File: src/spp_pkg.sv
// package: register map, reset defaults and bus carrier for the shared programmable pins
`default_nettype none
package spp_pkg;
    localparam int NPIN = 48;
    localparam int DW = 16;
    localparam int AW = 5;
    localparam int NWORD = 3;
    localparam int NIRQ = 8;
    // pins able to raise the shared interrupt
    localparam int IRQ_PIN [NIRQ] = '{5, 15, 27, 29, 30, 33, 34, 35};
    // shared interrupt channel number driven by irq_ch_o
    localparam int IRQ_CHANNEL = 14;
    // register groups select by addr[4:2], word within group by addr[1:0]
    localparam logic [2:0] G_GEN = 3'h0;
    localparam logic [2:0] G_DIR = 3'h1;
    localparam logic [2:0] G_PULL = 3'h2;
    localparam logic [2:0] G_DOUT = 3'h3;
    localparam logic [2:0] G_DIN = 3'h4;
    localparam logic [2:0] G_IRQ = 3'h5;
    localparam logic [1:0] W_IRQ_STAT = 2'h0;
    localparam logic [1:0] W_IRQ_CLR = 2'h1;
    localparam logic [1:0] W_IRQ_EN = 2'h2;
    localparam logic [1:0] W_LAST = 2'h2;
    // pins carrying bus-control alternate functions, alternate mode at reset
    localparam logic [NPIN-1:0] CTRL_MASK = 48'h0000_00F0_3E00;
    localparam logic [NPIN-1:0] GEN_RST = ~CTRL_MASK;
    localparam logic [NPIN-1:0] DIR_RST = 48'h0000_0000_0000;
    localparam logic [NPIN-1:0] PULL_RST = 48'hFFFF_FFFF_FFFF;
    localparam logic [NPIN-1:0] DOUT_RST = 48'h0000_0000_0000;
    localparam logic [NIRQ-1:0] IRQ_RST = 8'h00;
    localparam logic SYNC_RST = 1'b1;
    typedef struct packed {
        logic wr;
        logic rd;
        logic [AW-1:0] addr;
        logic [DW-1:0] wdata;
    } spp_bus_t;
endpackage : spp_pkg
`default_nettype wire

File: src/spp_sync.sv
// three-flop input synchroniser with agreement filter
`default_nettype none
module spp_sync (
    input wire logic clk_sys_i,
    input wire logic rstn_i,
    input wire logic d_i,
    output logic q_o
);
    logic s1_r;
    logic s2_r;
    logic s3_r;
    logic q_r;
    logic q_nxt;

    // level follows only when second and third stage agree
    assign q_nxt = (s2_r == s3_r) ? s3_r : q_r;

    always_ff @(posedge clk_sys_i) begin
        if (!rstn_i) begin
            s1_r <= spp_pkg::SYNC_RST;
            s2_r <= spp_pkg::SYNC_RST;
            s3_r <= spp_pkg::SYNC_RST;
            q_r <= spp_pkg::SYNC_RST;
        end else begin
            s1_r <= d_i;
            s2_r <= s1_r;
            s3_r <= s2_r;
            q_r <= q_nxt;
        end
    end

    assign q_o = q_r;
endmodule // spp_sync
`default_nettype wire

File: src/spp_top.sv
// shared programmable pin bank: per-pin mode, direction, pull, data and interrupt
// Notes on behaviour
// - software sets, per pin, general or alternate use, input or output, and pull-up or pull-down.
// - reset gives every pin a fixed default, most pins general inputs with pull-up.
// - only pins 5, 15, 27, 29, 30 and 33 to 35 raise the single shared interrupt on channel 14.
// - pins carrying bus-control signals come out of reset in alternate mode.
`default_nettype none
module spp_top (
    input wire logic clk_sys_i,
    input wire logic rstn_i,
    input wire spp_pkg::spp_bus_t bus_i,
    output logic [spp_pkg::DW-1:0] rd_data_o,
    input wire logic [spp_pkg::NPIN-1:0] pin_i,
    output logic [spp_pkg::NPIN-1:0] pin_o,
    output logic [spp_pkg::NPIN-1:0] pin_oen_o,
    output logic [spp_pkg::NPIN-1:0] pull_up_o,
    output logic [spp_pkg::NPIN-1:0] pull_dn_o,
    input wire logic [spp_pkg::NPIN-1:0] alt_out_i,
    input wire logic [spp_pkg::NPIN-1:0] alt_oe_i,
    output logic [spp_pkg::NPIN-1:0] alt_in_o,
    output logic irq_ch_o
);
    localparam int NPIN = spp_pkg::NPIN;
    localparam int DW = spp_pkg::DW;
    localparam int NIRQ = spp_pkg::NIRQ;

    logic [NPIN-1:0] gen_en_r;
    logic [NPIN-1:0] dir_r;
    logic [NPIN-1:0] pull_r;
    logic [NPIN-1:0] dout_r;
    logic [NPIN-1:0] din;
    logic [NPIN-1:0] din_prev_r;
    logic [NPIN-1:0] pin_r;
    logic [NPIN-1:0] pin_nxt;
    logic [NPIN-1:0] oen_r;
    logic [NPIN-1:0] oen_nxt;
    logic [NPIN-1:0] pdn_r;
    logic [NIRQ-1:0] irq_stat_r;
    logic [NIRQ-1:0] irq_stat_nxt;
    logic [NIRQ-1:0] irq_en_r;
    logic [NIRQ-1:0] irq_en_nxt;
    logic [NIRQ-1:0] irq_set;
    logic [NIRQ-1:0] irq_clr;
    logic irq_r;
    logic [DW-1:0] rd_data_r;
    logic [DW-1:0] rd_mux;

    // address decode
    wire [2:0] grp = bus_i.addr[4:2];
    wire [1:0] word = bus_i.addr[1:0];
    wire word_ok = (word <= spp_pkg::W_LAST);
    wire [5:0] lsb = {word, 4'h0};
    wire wr_gen = bus_i.wr && word_ok && (grp == spp_pkg::G_GEN);
    wire wr_dir = bus_i.wr && word_ok && (grp == spp_pkg::G_DIR);
    wire wr_pull = bus_i.wr && word_ok && (grp == spp_pkg::G_PULL);
    wire wr_dout = bus_i.wr && word_ok && (grp == spp_pkg::G_DOUT);
    wire wr_iclr = bus_i.wr && (grp == spp_pkg::G_IRQ) && (word == spp_pkg::W_IRQ_CLR);
    wire wr_ien = bus_i.wr && (grp == spp_pkg::G_IRQ) && (word == spp_pkg::W_IRQ_EN);

    // pin inputs pass the synchroniser before any use
    genvar p;
    generate
        for (p = 0; p < NPIN; p++) begin : g_sync
            spp_sync u_sync (
                .clk_sys_i(clk_sys_i),
                .rstn_i(rstn_i),
                .d_i(pin_i[p]),
                .q_o(din[p])
            );
        end
    endgenerate

    // configuration words, one per sixteen pins
    genvar w;
    generate
        for (w = 0; w < spp_pkg::NWORD; w++) begin : g_word
            always_ff @(posedge clk_sys_i) begin
                if (!rstn_i) begin
                    gen_en_r[w*DW +: DW] <= spp_pkg::GEN_RST[w*DW +: DW];
                    dir_r[w*DW +: DW] <= spp_pkg::DIR_RST[w*DW +: DW];
                    pull_r[w*DW +: DW] <= spp_pkg::PULL_RST[w*DW +: DW];
                    dout_r[w*DW +: DW] <= spp_pkg::DOUT_RST[w*DW +: DW];
                end else if (word == 2'(w)) begin
                    if (wr_gen) begin
                        gen_en_r[w*DW +: DW] <= bus_i.wdata;
                    end
                    if (wr_dir) begin
                        dir_r[w*DW +: DW] <= bus_i.wdata;
                    end
                    if (wr_pull) begin
                        pull_r[w*DW +: DW] <= bus_i.wdata;
                    end
                    if (wr_dout) begin
                        dout_r[w*DW +: DW] <= bus_i.wdata;
                    end
                end
            end
        end
    endgenerate

    assign pin_nxt = (gen_en_r & dout_r) | (~gen_en_r & alt_out_i);
    assign oen_nxt = ~((gen_en_r & dir_r) | (~gen_en_r & alt_oe_i));

    always_ff @(posedge clk_sys_i) begin
        if (!rstn_i) begin
            pin_r <= spp_pkg::DOUT_RST;
            oen_r <= '1;
            pdn_r <= ~spp_pkg::PULL_RST;
            din_prev_r <= {NPIN{spp_pkg::SYNC_RST}};
        end else begin
            pin_r <= pin_nxt;
            oen_r <= oen_nxt;
            pdn_r <= ~pull_r;
            din_prev_r <= din;
        end
    end

    // interrupt events: rising level on a capable general input
    genvar k;
    generate
        for (k = 0; k < NIRQ; k++) begin : g_irq
            localparam int P = spp_pkg::IRQ_PIN[k];
            assign irq_set[k] = din[P] & ~din_prev_r[P] & gen_en_r[P] & ~dir_r[P];

            irq_event_a: assert property (@(posedge clk_sys_i) disable iff (!rstn_i)
                (din[P] && !din_prev_r[P] && gen_en_r[P] && !dir_r[P]) |=> irq_stat_r[k])
                else $error("interrupt event did not set its status bit");
        end
    endgenerate

    assign irq_clr = wr_iclr ? bus_i.wdata[NIRQ-1:0] : '0;
    // set wins over a clear in the same cycle
    assign irq_stat_nxt = (irq_stat_r & ~irq_clr) | irq_set;
    assign irq_en_nxt = wr_ien ? bus_i.wdata[NIRQ-1:0] : irq_en_r;

    always_ff @(posedge clk_sys_i) begin
        if (!rstn_i) begin
            irq_stat_r <= spp_pkg::IRQ_RST;
            irq_en_r <= spp_pkg::IRQ_RST;
            irq_r <= 1'b0;
        end else begin
            irq_stat_r <= irq_stat_nxt;
            irq_en_r <= irq_en_nxt;
            irq_r <= |(irq_stat_nxt & irq_en_nxt);
        end
    end

    // read selection, unmapped words read zero
    always_comb begin
        rd_mux = '0;
        if (word_ok) begin
            unique case (grp)
                spp_pkg::G_GEN: rd_mux = gen_en_r[lsb +: DW];
                spp_pkg::G_DIR: rd_mux = dir_r[lsb +: DW];
                spp_pkg::G_PULL: rd_mux = pull_r[lsb +: DW];
                spp_pkg::G_DOUT: rd_mux = dout_r[lsb +: DW];
                spp_pkg::G_DIN: rd_mux = din[lsb +: DW];
                spp_pkg::G_IRQ: begin
                    if (word == spp_pkg::W_IRQ_STAT) begin
                        rd_mux = {{(DW-NIRQ){1'b0}}, irq_stat_r};
                    end else if (word == spp_pkg::W_IRQ_EN) begin
                        rd_mux = {{(DW-NIRQ){1'b0}}, irq_en_r};
                    end
                end
                default: rd_mux = '0;
            endcase
        end
    end

    always_ff @(posedge clk_sys_i) begin
        if (!rstn_i) begin
            rd_data_r <= '0;
        end else begin
            rd_data_r <= bus_i.rd ? rd_mux : '0;
        end
    end

    assign rd_data_o = rd_data_r;
    assign pin_o = pin_r;
    assign pin_oen_o = oen_r;
    assign pull_up_o = pull_r;
    assign pull_dn_o = pdn_r;
    assign alt_in_o = din;
    assign irq_ch_o = irq_r;

    // checks
    reset_defaults_a: assert property (@(posedge clk_sys_i)
        !rstn_i |=> (gen_en_r == spp_pkg::GEN_RST && dir_r == spp_pkg::DIR_RST && pull_r == spp_pkg::PULL_RST))
        else $error("pin configuration not at reset default");

    ctrl_alternate_a: assert property (@(posedge clk_sys_i)
        !rstn_i |=> ((gen_en_r & spp_pkg::CTRL_MASK) == '0))
        else $error("bus-control pin left reset in general mode");

    gen_write_a: assert property (@(posedge clk_sys_i) disable iff (!rstn_i)
        (wr_gen && word == 2'h0) |=> (gen_en_r[DW-1:0] == $past(bus_i.wdata)))
        else $error("mode write not stored");

    gen_drive_a: assert property (@(posedge clk_sys_i) disable iff (!rstn_i)
        1'b1 |=> ((~pin_oen_o & $past(gen_en_r)) == ($past(dir_r) & $past(gen_en_r))))
        else $error("general pin drive disagrees with direction");

    alt_drive_a: assert property (@(posedge clk_sys_i) disable iff (!rstn_i)
        1'b1 |=> ((~pin_oen_o & ~$past(gen_en_r)) == ($past(alt_oe_i) & ~$past(gen_en_r))))
        else $error("alternate pin drive not from peripheral");

    irq_cause_a: assert property (@(posedge clk_sys_i) disable iff (!rstn_i)
        irq_ch_o |-> (|(irq_stat_r & irq_en_r)))
        else $error("interrupt high without enabled status");

    read_word_a: assert property (@(posedge clk_sys_i) disable iff (!rstn_i)
        (bus_i.rd && grp == spp_pkg::G_DIR && word == 2'h1) |=> (rd_data_o == $past(dir_r[2*DW-1:DW])))
        else $error("direction read returned wrong word");

    read_idle_a: assert property (@(posedge clk_sys_i) disable iff (!rstn_i)
        !bus_i.rd |=> (rd_data_o == '0))
        else $error("read data outside the read answer cycle");

    // register write checks
    dir_write_a: assert property (@(posedge clk_sys_i) disable iff (!rstn_i)
        (wr_dir && word == 2'h0) |=> (dir_r[DW-1:0] == $past(bus_i.wdata)))
        else $error("direction write not stored");

    pull_write_a: assert property (@(posedge clk_sys_i) disable iff (!rstn_i)
        (wr_pull && word == 2'h1) |=> (pull_r[2*DW-1:DW] == $past(bus_i.wdata)))
        else $error("pull write not stored");

    dout_write_a: assert property (@(posedge clk_sys_i) disable iff (!rstn_i)
        (wr_dout && word == 2'h2) |=> (dout_r[3*DW-1:2*DW] == $past(bus_i.wdata)))
        else $error("output data write not stored");

    irq_en_write_a: assert property (@(posedge clk_sys_i) disable iff (!rstn_i)
        wr_ien |=> (irq_en_r == $past(bus_i.wdata[NIRQ-1:0])))
        else $error("interrupt enable write not stored");

    // register read checks
    gen_read_a: assert property (@(posedge clk_sys_i) disable iff (!rstn_i)
        (bus_i.rd && grp == spp_pkg::G_GEN && word == 2'h0) |=> (rd_data_o == $past(gen_en_r[DW-1:0])))
        else $error("mode read returned wrong word");

    din_read_a: assert property (@(posedge clk_sys_i) disable iff (!rstn_i)
        (bus_i.rd && grp == spp_pkg::G_DIN && word == 2'h0) |=> (rd_data_o == $past(din[DW-1:0])))
        else $error("input data read returned wrong word");

    stat_read_a: assert property (@(posedge clk_sys_i) disable iff (!rstn_i)
        (bus_i.rd && grp == spp_pkg::G_IRQ && word == spp_pkg::W_IRQ_STAT)
        |=> (rd_data_o[NIRQ-1:0] == $past(irq_stat_r)))
        else $error("status read returned wrong value");

    unmapped_read_a: assert property (@(posedge clk_sys_i) disable iff (!rstn_i)
        (bus_i.rd && word == 2'h3) |=> (rd_data_o == '0))
        else $error("unmapped word read not zero");

    // pin drive checks
    pin_follow_a: assert property (@(posedge clk_sys_i) disable iff (!rstn_i)
        rstn_i |=> ((pin_o & $past(gen_en_r)) == ($past(dout_r) & $past(gen_en_r))))
        else $error("general pin level not from output data");

    alt_follow_a: assert property (@(posedge clk_sys_i) disable iff (!rstn_i)
        rstn_i |=> ((pin_o & ~$past(gen_en_r)) == ($past(alt_out_i) & ~$past(gen_en_r))))
        else $error("alternate pin level not from peripheral");

    pull_split_a: assert property (@(posedge clk_sys_i) disable iff (!rstn_i)
        rstn_i |=> (pull_dn_o == ~$past(pull_r)))
        else $error("pull-down select not inverse of pull-up");

    // interrupt status checks
    irq_clear_a: assert property (@(posedge clk_sys_i) disable iff (!rstn_i)
        (irq_clr[0] && !irq_set[0]) |=> !irq_stat_r[0])
        else $error("status bit not cleared by write");

    irq_sticky_a: assert property (@(posedge clk_sys_i) disable iff (!rstn_i)
        (irq_stat_r[0] && !irq_clr[0]) |=> irq_stat_r[0])
        else $error("status bit lost without clear");

    irq_quiet_a: assert property (@(posedge clk_sys_i) disable iff (!rstn_i)
        (!irq_stat_r[0] && !irq_set[0]) |=> !irq_stat_r[0])
        else $error("status bit set without event");

    irq_gate_a: assert property (@(posedge clk_sys_i) disable iff (!rstn_i)
        (!gen_en_r[spp_pkg::IRQ_PIN[0]] || dir_r[spp_pkg::IRQ_PIN[0]]) |-> !irq_set[0])
        else $error("event taken on pin not a general input");

    irq_level_a: assert property (@(posedge clk_sys_i) disable iff (!rstn_i)
        (|(irq_stat_r & irq_en_r)) |-> irq_ch_o)
        else $error("interrupt low with enabled status");

    // reset output checks
    reset_out_a: assert property (@(posedge clk_sys_i)
        !rstn_i |=> (pin_oen_o == '1 && irq_ch_o == 1'b0 && rd_data_o == '0))
        else $error("outputs not at reset level");

    reset_pull_a: assert property (@(posedge clk_sys_i)
        !rstn_i |=> (pull_up_o == spp_pkg::PULL_RST && pull_dn_o == ~spp_pkg::PULL_RST))
        else $error("pull selects not at reset default");
endmodule // spp_top
`default_nettype wire

File: config.mk
export PLATFORM = sky130hd
export DESIGN_NAME = spp_top
export DESIGN_NICKNAME = d
export VERILOG_FILES = /design/src/spp_pkg.sv /design/src/spp_sync.sv /design/src/spp_top.sv
export SDC_FILE = /design/constraint.sdc
export NUM_CORES = 1
export LEC_CHECK = 0
export BUFFER_PORTS_ARGS = -buffer_cell sky130_fd_sc_hd__buf_2
export CAP_MARGIN = 20
export CORE_AREA = 2 2 419 213
export CTS_CLUSTER_SIZE = 25
export DETAILED_ROUTE_END_ITERATION = 7
export DIE_AREA = 0 0 421 215
export HOLD_SLACK_MARGIN = 0.06
export PLACE_DENSITY_LB_ADDON = 0.15
export SLEW_MARGIN = 5
export SYNTH_ARGS = -nofsm -noshare
export SYNTH_HDL_FRONTEND = slang
export SYNTH_SLANG_ARGS = --single-unit
export TNS_END_PERCENT = 5
File: constraint.sdc
create_clock -name clk_sys_i -period 2.29 [get_ports clk_sys_i]
set_input_delay 0.3435 -clock clk_sys_i [delete_from_list [all_inputs] [get_ports clk_sys_i]]
set_output_delay 0.3435 -clock clk_sys_i [all_outputs]
set_load 0.02 [all_outputs]
==> After elaboration in Yosys (flattened, before gate mapping) <==
Cells that the tools add are included.
{ "op_classes": {"n_mux": 5, "bitwise": 53, "order_cmp": 1, "shifts": 5, "eq_ne": 55, "reduce_logical": 24} }
{ "op_table": {"columns": ["operator", "n"], "rows": [
  ["48-bit by 7-bit variable part select with 16-bit output", 5],
  ["48-bit bitwise AND", 4],
  ["48-bit NOT", 3],
  ["48-bit bitwise OR", 2],
  ["16-bit one-hot mux with 6 select lines", 1],
  ["1-bit equality test", 48],
  ["8-bit two-way mux", 4],
  ["1-bit bitwise AND", 24],
  ["2-bit AND reduction", 12],
  ["8-bit bitwise AND", 2],
  ["1-bit NOT", 16],
  ["1-bit logical AND", 8],
  ["8-bit NOT", 1],
  ["8-bit bitwise OR", 1],
  ["8-bit OR reduction", 1],
  ["3-bit by 2-bit equality test with 1-bit output, second input constant", 2],
  ["3-bit equality test, second input constant", 2],
  ["3-bit by 1-bit equality test with 1-bit output, second input constant", 1],
  ["3-bit logical NOT", 1],
  ["3-bit AND reduction", 1],
  ["2-bit by 1-bit equality test with 1-bit output, second input constant", 1],
  ["2-bit equality test, second input constant", 1],
  ["2-bit less-or-equal comparator, second input constant", 1],
  ["2-bit logical NOT", 1]
]} }
{ "word_totals": {"wordCells": 355, "input_bits": 169, "ff_bits": 597} }

==> Depth between registers and ports, before layout <==
Gate-level depths: netlist of run 1.
{ "logic_depth": {"ltp_word": 9, "depth_mapped": 10} }

==> Cells and area by module <==
A second synthesis of run 1 with hierarchy kept.
{ "hier_totals": {"cells_unflattened": 2189, "hier_area_um2": 21061.4} }
{ "modules_own_cells": {"columns": ["mod", "seq_area_each_um2", "cells_per_inst", "area_per_inst_um2", "n_inst"], "rows": [
  ["spp_top", 7547.2, 1709, 15656.3, 1],
  ["spp_sync", 80.1, 10, 112.6, 48]
]} }

==> Worst setup path after synthesis of run 1 <==
No wires, ideal clock.
{ "synth_path": {"path_kind": "input-to-reg", "start": "input port bus_i[19] (netlist name)", "end": "register irq_r (netlist: irq_ch_o)", "required_time_ns": 2.165, "setup_time_ns": 0.125, "cell_stages": 6, "path_buffers": 1, "t_arrival_ns": 1.693, "slack_ns": 0.472, "path_cell_list": "buf_4 > nand4b_4 > nor2_4 > mux2i_1 > o22ai_1 > o41a_1"} }
{ "synth_via": {"elab_chain_len": 9} }
{ "synth_lines": {"columns": ["element", "line_no", "source"], "rows": [
  ["start: declaration", "spp_top.sv:11", "input wire spp_pkg::spp_bus_t bus_i,"],
  ["3-bit equality test (*)", "spp_top.sv:57, spp_top.sv:58", null],
  ["1-bit logical AND (*)", "spp_top.sv:57, spp_top.sv:58", null],
  ["1-bit logical AND", "spp_top.sv:57", "wire wr_iclr = bus_i.wr && (grp == spp_pkg::G_IRQ) && (word == spp_pkg::W_IRQ_CLR);"],
  ["8-bit two-way mux", "spp_top.sv:131", "assign irq_clr = wr_iclr ? bus_i.wdata[NIRQ-1:0] : '0;"],
  ["8-bit NOT", "spp_top.sv:133", "assign irq_stat_nxt = (irq_stat_r & ~irq_clr) | irq_set;"],
  ["8-bit bitwise AND", "spp_top.sv:133", null],
  ["8-bit bitwise OR", "spp_top.sv:133", null],
  ["8-bit bitwise AND (*)", "spp_top.sv:144", "irq_r <= |(irq_stat_nxt & irq_en_nxt);"],
  ["8-bit OR reduction (*)", "spp_top.sv:144", null],
  ["end signal: assignment", "spp_top.sv:144", null],
  ["end: declaration", "spp_top.sv:44", "logic irq_r;"]
]} }
Every way passes the cells marked *; elsewhere a longest branch is shown, timed or not.
A chain may end at the register's enable or synchronous reset.

==> Worst setup path after layout of run 1 <==
{ "layout_path": {"start": "register pull_r[41] (netlist: pull_up_o[41])", "end": "register rd_data_r[9] (netlist: rd_data_o[9])"} }
{ "layout_via": {"elab_chain_len": 2} }
{ "layout_lines": {"columns": ["element", "line_no", "source"], "rows": [
  ["start: declaration", "spp_top.sv:29", "logic [NPIN-1:0] pull_r;"],
  ["start signal: indexed assignment", "spp_top.sv:81", "pull_r[w*DW +: DW] <= spp_pkg::PULL_RST[w*DW +: DW];"],
  ["start signal: indexed assignment", "spp_top.sv:91", "pull_r[w*DW +: DW] <= bus_i.wdata;"],
  ["48-bit by 7-bit variable part select with 16-bit output", "spp_top.sv:155", "spp_pkg::G_PULL: rd_mux = pull_r[lsb +: DW];"],
  ["16-bit one-hot mux with 6 select lines", "spp_top.sv:152", "unique case (grp)"],
  ["end signal: assignment", "spp_top.sv:174", "rd_data_r <= bus_i.rd ? rd_mux : '0;"],
  ["end: declaration", "spp_top.sv:45", "logic [DW-1:0] rd_data_r;"]
]} }
No other way between the ends.

==> run_results.csv, run 1 <==
group,metric,value,unit
setup_path,critPathMaxFanout,4,
final_layout,layout-drive-gt1-share,25.2,%
global_routing,grt_pass1_wl,133000,um
clock_network,numCtsBuffers,57,
drt,postRouteAntennaNets,0,
synth,syn_area_per_cell,9.29,um^2
sta,max_freq,484,MHz
power,irDropWorstVdd,484,uV
setup_path,cp-start-kind,"flop",
global_routing,grt-ovfl-total,0,
synth,synthDistinctLibCells,67,
synth,seq_area_frac_synth,52.9,%
clock_network,cts_max_path_buffers,3,
synth,ys_ff_latch,569,
setup_path,worst-setup-path-type,"reg2reg",
sta,hold_violations,0,
clock_network,cts_root_buffer,"clkbuf_16",
sta,slew_violations,0,
floorplanning,die_area,90500,um^2
floorplanning,core-area,87200,um^2
clock_network,cts.htree.levels,2,
floorplanning,die_w,421,um
drt,dr_total_vias,18800,
power,power.leakage,11.8,nW
sta,relSlewSlack,23.6,%
clock_network,path_clk_slew,0.07,ns
setup_path,crit_arrival,2.59,ns
synth,synth-main-ff-cell,"dfxtp_1",
drt,viasPerCell,4.57,
sta,fin_skew,0.0293,ns
floorplanning,io-pin-count,426,
clock_network,worstSkewPairLatency,0.65,ns
drt,firstDrtPassIters,5,
global_routing,antenna_found_initial,11,
placed_design,io_buffers,425,
global_routing,grt_pass1_vias,18400,
final_layout,fillers,9111,
job,max-cap-violations,0,
synth,yosys_warnings,0,
sta,finalSetupViolCount,0,
drt,drc_errors,0,
final_layout,layout.nets,3056,
sta,fin_crit_sh,90.3,%
floorplanning,die_y,215,um
final_layout,final_cell_mix,"dfxtp_1 (569), nand2_1 (432), buf_2 (423)",
clock_network,cts.sinks,569,
sta,rsz0062_at_grt,"false",
final_layout,final_core_util,33.2,%
synth,netlist_instances,2320,
setup_path,required,2.82,ns
clock_network,cts_tree,"built",
placed_design,gp_congestion,0.930,
synth,synthesis.nets,2489,
final_layout,syn2layout_area_growth,34.2,%
synth,async_reset_ff_share,0,%
drt,drt_wl_total,95000,um
global_routing,grt_max_degree,214,
synth,synthesis.area,21600,um^2
hold_path,min_path_type,"in2reg",
sta,setup_tns,0,ns
final_layout,seqCellArea,11400,um^2
setup_path,r2r_slack,0.22,ns
drt,drt_iter0_drc,1527,
drt,post_drt_wl_per_cell,23.1,um
clock_network,cts_resized,0,
power,powerDensity,782,nW/um^2
status,outcome,"completed",
placed_design,dp_hpwl,70900,um
setup_path,cp-end-kind,"flop",
floorplanning,rows,77,
synth,synth_edf_count,0,
floorplanning,initial_utilization,24.7,%
sta,tightestPinTransition,1.15,ns
global_routing,track_usage,20.3,%
final_layout,layout_commonest_cell,"dfxtp_1",
final_layout,multi_input_area,9060,um^2
sta,layout_min_cycle_time,2.07,ns
-- critical path, stage by stage (launching register included) --
cell	delay, ns
dfxtp_1	0.40
mux2_2	0.32
a221o_1	0.29
a21oi_1	0.51
o22ai_1	0.18
and3_1	0.26
-- routing by layer --
layer  up-vias  global-route usage [%]  share of wire (%)
met1      9208                    28.8                 48
li1       8897                       -                  -
met5         -                       0                  0
met4         0                    4.64                2.0
met3       111                    4.49                6.6
met2       609                    31.2                 43
-- sequential cells by signal, indices dropped and copies added, names as in the netlist --
name	count
pin_o	48
irq_ch_o	1
g_sync.u_sync.s1_r	48
irq_stat_r	8
g_sync.u_sync.q_o	48
gen_en_r	48
g_sync.u_sync.s3_r	48
g_sync.u_sync.s2_r	48
pull_up_o	48
dir_r	48
din_prev_r	8
pull_dn_o	48
dout_r	48
pin_oen_o	48
irq_en_r	8
rd_data_o	16
-- cells by family after synthesis --
kind of cell    Yosys count  synth area share, %
buf+inv                 207                 5.11
simple gates            978                 22.1
compound gates          401                 11.8
flops                   569                 52.9
mux                     165                 8.14
-- where the power goes --
group / switching (mW) / internal [mW] / total (mW)
logic: 1.01 / 0.763 / 1.78
registers: 0.122 / 10.1 / 10.2
clock network: 4.27 / 6.37 / 10.6
total: 5.41 / 17.2 / 22.6
-- cell type report --
type	instances	area share (%)
Sequential cell	569	39.4
Multi-Input combinational cell	1544	31.3
Timing Repair Buffer	708	16.8
Clock buffer	82	5.85
Tap cell	1185	5.13
Clock inverter	24	1.44
Inverter	7	0.0908
Antenna cell	3	0.0260
-- repair_timing --
| action | in CTS | in global routing |
|---|---|---|
| setup endpoints to repair | 0 | 0 |
| buffers inserted | 0 | 0 |
| hold buffers | 146 | 0 |
| hold endpoints to repair | 154 | 0 |
-- path summary, 6_finish.rpt --
kind	from	to	depth (start not counted)
min reg2reg	g_sync[36].u_sync.s1_r$_SDFF_PN1_	g_sync[36].u_sync.s2_r$_SDFF_PN1_	1
max	pull_up_o[41]$_SDFFE_PN1P_	rd_data_o[9]$_SDFF_PN0_	5
min	alt_oe_i[41]	pin_oen_o[41]$_SDFF_PN1_	3
max reg2reg	pull_up_o[41]$_SDFFE_PN1P_	rd_data_o[9]$_SDFF_PN0_	5
-- stage by stage --
stage / setup slack [ns] / power [mW] / hold slack, ns / instance area (um^2) / cells
final: 0.223 / 22.6 / 0.0936 / 28900 / 4122
after global routing: 0.144 / 23.5 / 0.0668 / 28900 / 4121
after CTS: 0.227 / 22.9 / 0.0607 / 28900 / 4118
after detailed placement: -0.0755 / 12.0 / 0.391 / 25300 / 3866
after global placement: -0.0943 / 12.0 / 0.390 / 25300 / 3866
after floorplan: 0.472 / 11.2 / 0.386 / 21600 / 2320
-- synthesized netlist by cell type, types with 3 or more instances --
| cell type | n | share of area, % |
|---|---|---|
| nand2_1 | 432 | 7.5 |
| nor3_1 | 5 | 0.12 |
| o21a_1 | 8 | 0.28 |
| buf_6 | 3 | 0.16 |
| nand2b_1 | 167 | 4.8 |
| a221oi_1 | 5 | 0.20 |
| nor4bb_1 | 8 | 0.37 |
| a221o_1 | 5 | 0.23 |
| mux2_2 | 52 | 2.7 |
| mux4_2 | 3 | 0.31 |
| and2b_1 | 3 | 0.10 |
| nor3_2 | 5 | 0.23 |
| or2_2 | 3 | 0.087 |
| o221ai_1 | 12 | 0.49 |
| o21ai_1 | 7 | 0.16 |
| clkbuf_1 | 99 | 1.7 |
| a22o_1 | 3 | 0.12 |
| o21ai_0 | 87 | 2.0 |
| a21boi_1 | 10 | 0.35 |
| nor2b_1 | 113 | 3.3 |
| nand3_1 | 130 | 3.0 |
| dfxtp_1 | 569 | 53 |
| a21boi_0 | 96 | 3.3 |
| nor2_2 | 5 | 0.15 |
| buf_4 | 60 | 2.1 |
| a22oi_1 | 15 | 0.52 |
| buf_2 | 29 | 0.67 |
| and3_1 | 6 | 0.17 |
| a21oi_1 | 109 | 2.5 |
| o22ai_1 | 20 | 0.58 |
| mux2i_1 | 109 | 5.1 |
| buf_1 | 4 | 0.070 |
| o2111ai_1 | 4 | 0.16 |
| inv_1 | 4 | 0.070 |
| nor2_1 | 84 | 1.5 |
| o211ai_1 | 8 | 0.28 |
No activity file was read; power rests on OpenSTA's default activity.
==> inputs of run 2 (changes only) <==
Clock period 2.29 ns to 2.2 ns, I/O delays scaled along.
==> run 2 against run 1 <==
Compared with the run above:
- sequential power grew 4%
- worst hold slack gained 0.012 ns
- cell count grew 0.22%
- highest routed layer is now met5
==> run_results.csv, run 2 (synthesis results as in run 1) <==
group,metric,value,unit
sta,slew_violations,0,
final_layout,layout_commonest_cell,"dfxtp_1",
clock_network,numCtsBuffers,56,
sta,setup_tns,0,ns
global_routing,track_usage,20.0,%
floorplanning,io-pin-count,426,
clock_network,cts.sinks,569,
setup_path,critPathMaxFanout,14,
power,irDropWorstVdd,552,uV
drt,firstDrtPassIters,5,
final_layout,layout.nets,3071,
setup_path,cp-end-kind,"flop",
final_layout,layout-drive-gt1-share,25.2,%
drt,postRouteAntennaNets,0,
power,power.leakage,11.8,nW
floorplanning,core-area,87200,um^2
placed_design,gp_congestion,0.939,
job,max-cap-violations,0,
sta,layout_min_cycle_time,2.13,ns
placed_design,dp_hpwl,70200,um
clock_network,worstSkewPairLatency,0.65,ns
sta,fin_skew,0.0245,ns
drt,drt_wl_total,93500,um
setup_path,crit_arrival,2.65,ns
sta,hold_violations,0,
floorplanning,initial_utilization,24.7,%
clock_network,path_clk_slew,0.06,ns
drt,dr_total_vias,18800,
final_layout,final_cell_mix,"dfxtp_1 (569), nand2_1 (432), buf_2 (423)",
global_routing,grt_pass1_wl,132000,um
drt,viasPerCell,4.55,
floorplanning,die_y,215,um
drt,post_drt_wl_per_cell,22.6,um
sta,rsz0062_at_grt,"false",
clock_network,cts_setup_buffers,0,
status,outcome,"completed",
global_routing,antenna_found_initial,14,
sta,fin_crit_sh,96.9,%
final_layout,fillers,9165,
setup_path,worst-setup-path-type,"in2reg",
drt,drt_iter0_drc,1417,
sta,finalSetupViolCount,0,
sta,max_freq,469,MHz
hold_path,min_path_type,"in2reg",
clock_network,cts.htree.levels,2,
clock_network,cts_resized,0,
floorplanning,rows,77,
final_layout,syn2layout_area_growth,33.4,%
setup_path,cp-start-kind,"input port",
drt,drc_errors,0,
sta,tightestPinTransition,1.00,ns
sta,relSlewSlack,33.4,%
global_routing,grt_pass1_vias,18600,
clock_network,cts_root_buffer,"clkbuf_16",
floorplanning,die_area,90500,um^2
clock_network,cts_max_path_buffers,3,
power,powerDensity,780,nW/um^2
clock_network,cts_tree,"built",
global_routing,grt_max_degree,196,
power,fin_total_pwr,22.4,mW
placed_design,io_buffers,425,
global_routing,grt-ovfl-total,0,
setup_path,required,2.72,ns
floorplanning,die_w,421,um
[run 2: cell types whose count changed in the layout (fill, tap and decap cells not counted), sizes merged]
cell | previous run | this run
clkinv | 9 | 11
clkinvlp | 3 | 6
clkbuf | 82 | 76
bufinv | 11 | 4
dlygate4sd3 | 146 | 153
inv | 8 | 9
buf | 562 | 571
[run 2: area by class of cell]
cell class / count / area (um^2) / share of cell area (%)
Sequential cell: 569 / 11400 / 39.6
Multi-Input combinational cell: 1544 / 9060 / 31.5
Timing Repair Buffer: 724 / 4930 / 17.2
Clock buffer: 76 / 1600 / 5.56
Tap cell: 1185 / 1480 / 5.16
Clock inverter: 23 / 248 / 0.862
Inverter: 7 / 26.3 / 0.0914
Antenna cell: 3 / 7.51 / 0.0261
[run 2: critical path, cell delays in order]
cell      delay, ns
buf_4          0.26
buf_4          0.21
nor2b_1        0.33
buf_4          0.22
a21oi_1        0.09
buf_4          0.14
o211ai_1       0.57
nand3_1        0.14
a21oi_1        0.35
[run 2: path summary, 6_finish.rpt]
kind,start,to,slack [ns],depth (start not counted)
setup / recovery,bus_i[18],rd_data_o[15]$_SDFF_PN0_,0.07,9
hold / removal,bus_i[5],dout_r[21]$_SDFFE_PN0P_,0.11,3
setup reg to reg,pull_up_o[47]$_SDFFE_PN1P_,rd_data_o[15]$_SDFF_PN0_,0.19,7
hold reg to reg,g_sync[32].u_sync.s1_r$_SDFF_PN1_,g_sync[32].u_sync.s2_r$_SDFF_PN1_,0.40,1
[run 2: timing repair]
action	CTS	global route
endpoints found under the hold margin	159	0
hold buffers	153	0
setup endpoints to repair	0	0
[run 2: power breakdown]
part / switching [mW] / internal [mW]
logic: 1.06 / 0.808
clock network: 4.39 / 5.55
registers: 0.125 / 10.5
[run 2: metrics by stage]
stage	setup slack, ns	instance area, um^2	util (%)	hold slack [ns]	cells
6_report	0.0685	28700	33.0	0.105	4131
5_1_grt	0.0749	28700	33.0	0.0837	4130
4_1_cts	0.192	28700	33.0	0.0643	4128
3_5_place_dp	-0.388	25400	29.1	0.392	3876
3_3_place_gp	-0.411	25400	29.1	0.389	3876
2_1_floorplan	0.396	21600	-	0.386	2320
[run 2: routing by layer]
layer | vias up | wire (um) | track usage [%]
met2 | 608 | 41100 | 31.0
met1 | 9167 | 42600 | 27.1
met4 | 4 | 1630 | 4.11
met3 | 109 | 8160 | 6.51
li1 | 8910 | - | -
met5 | - | 25 | 0
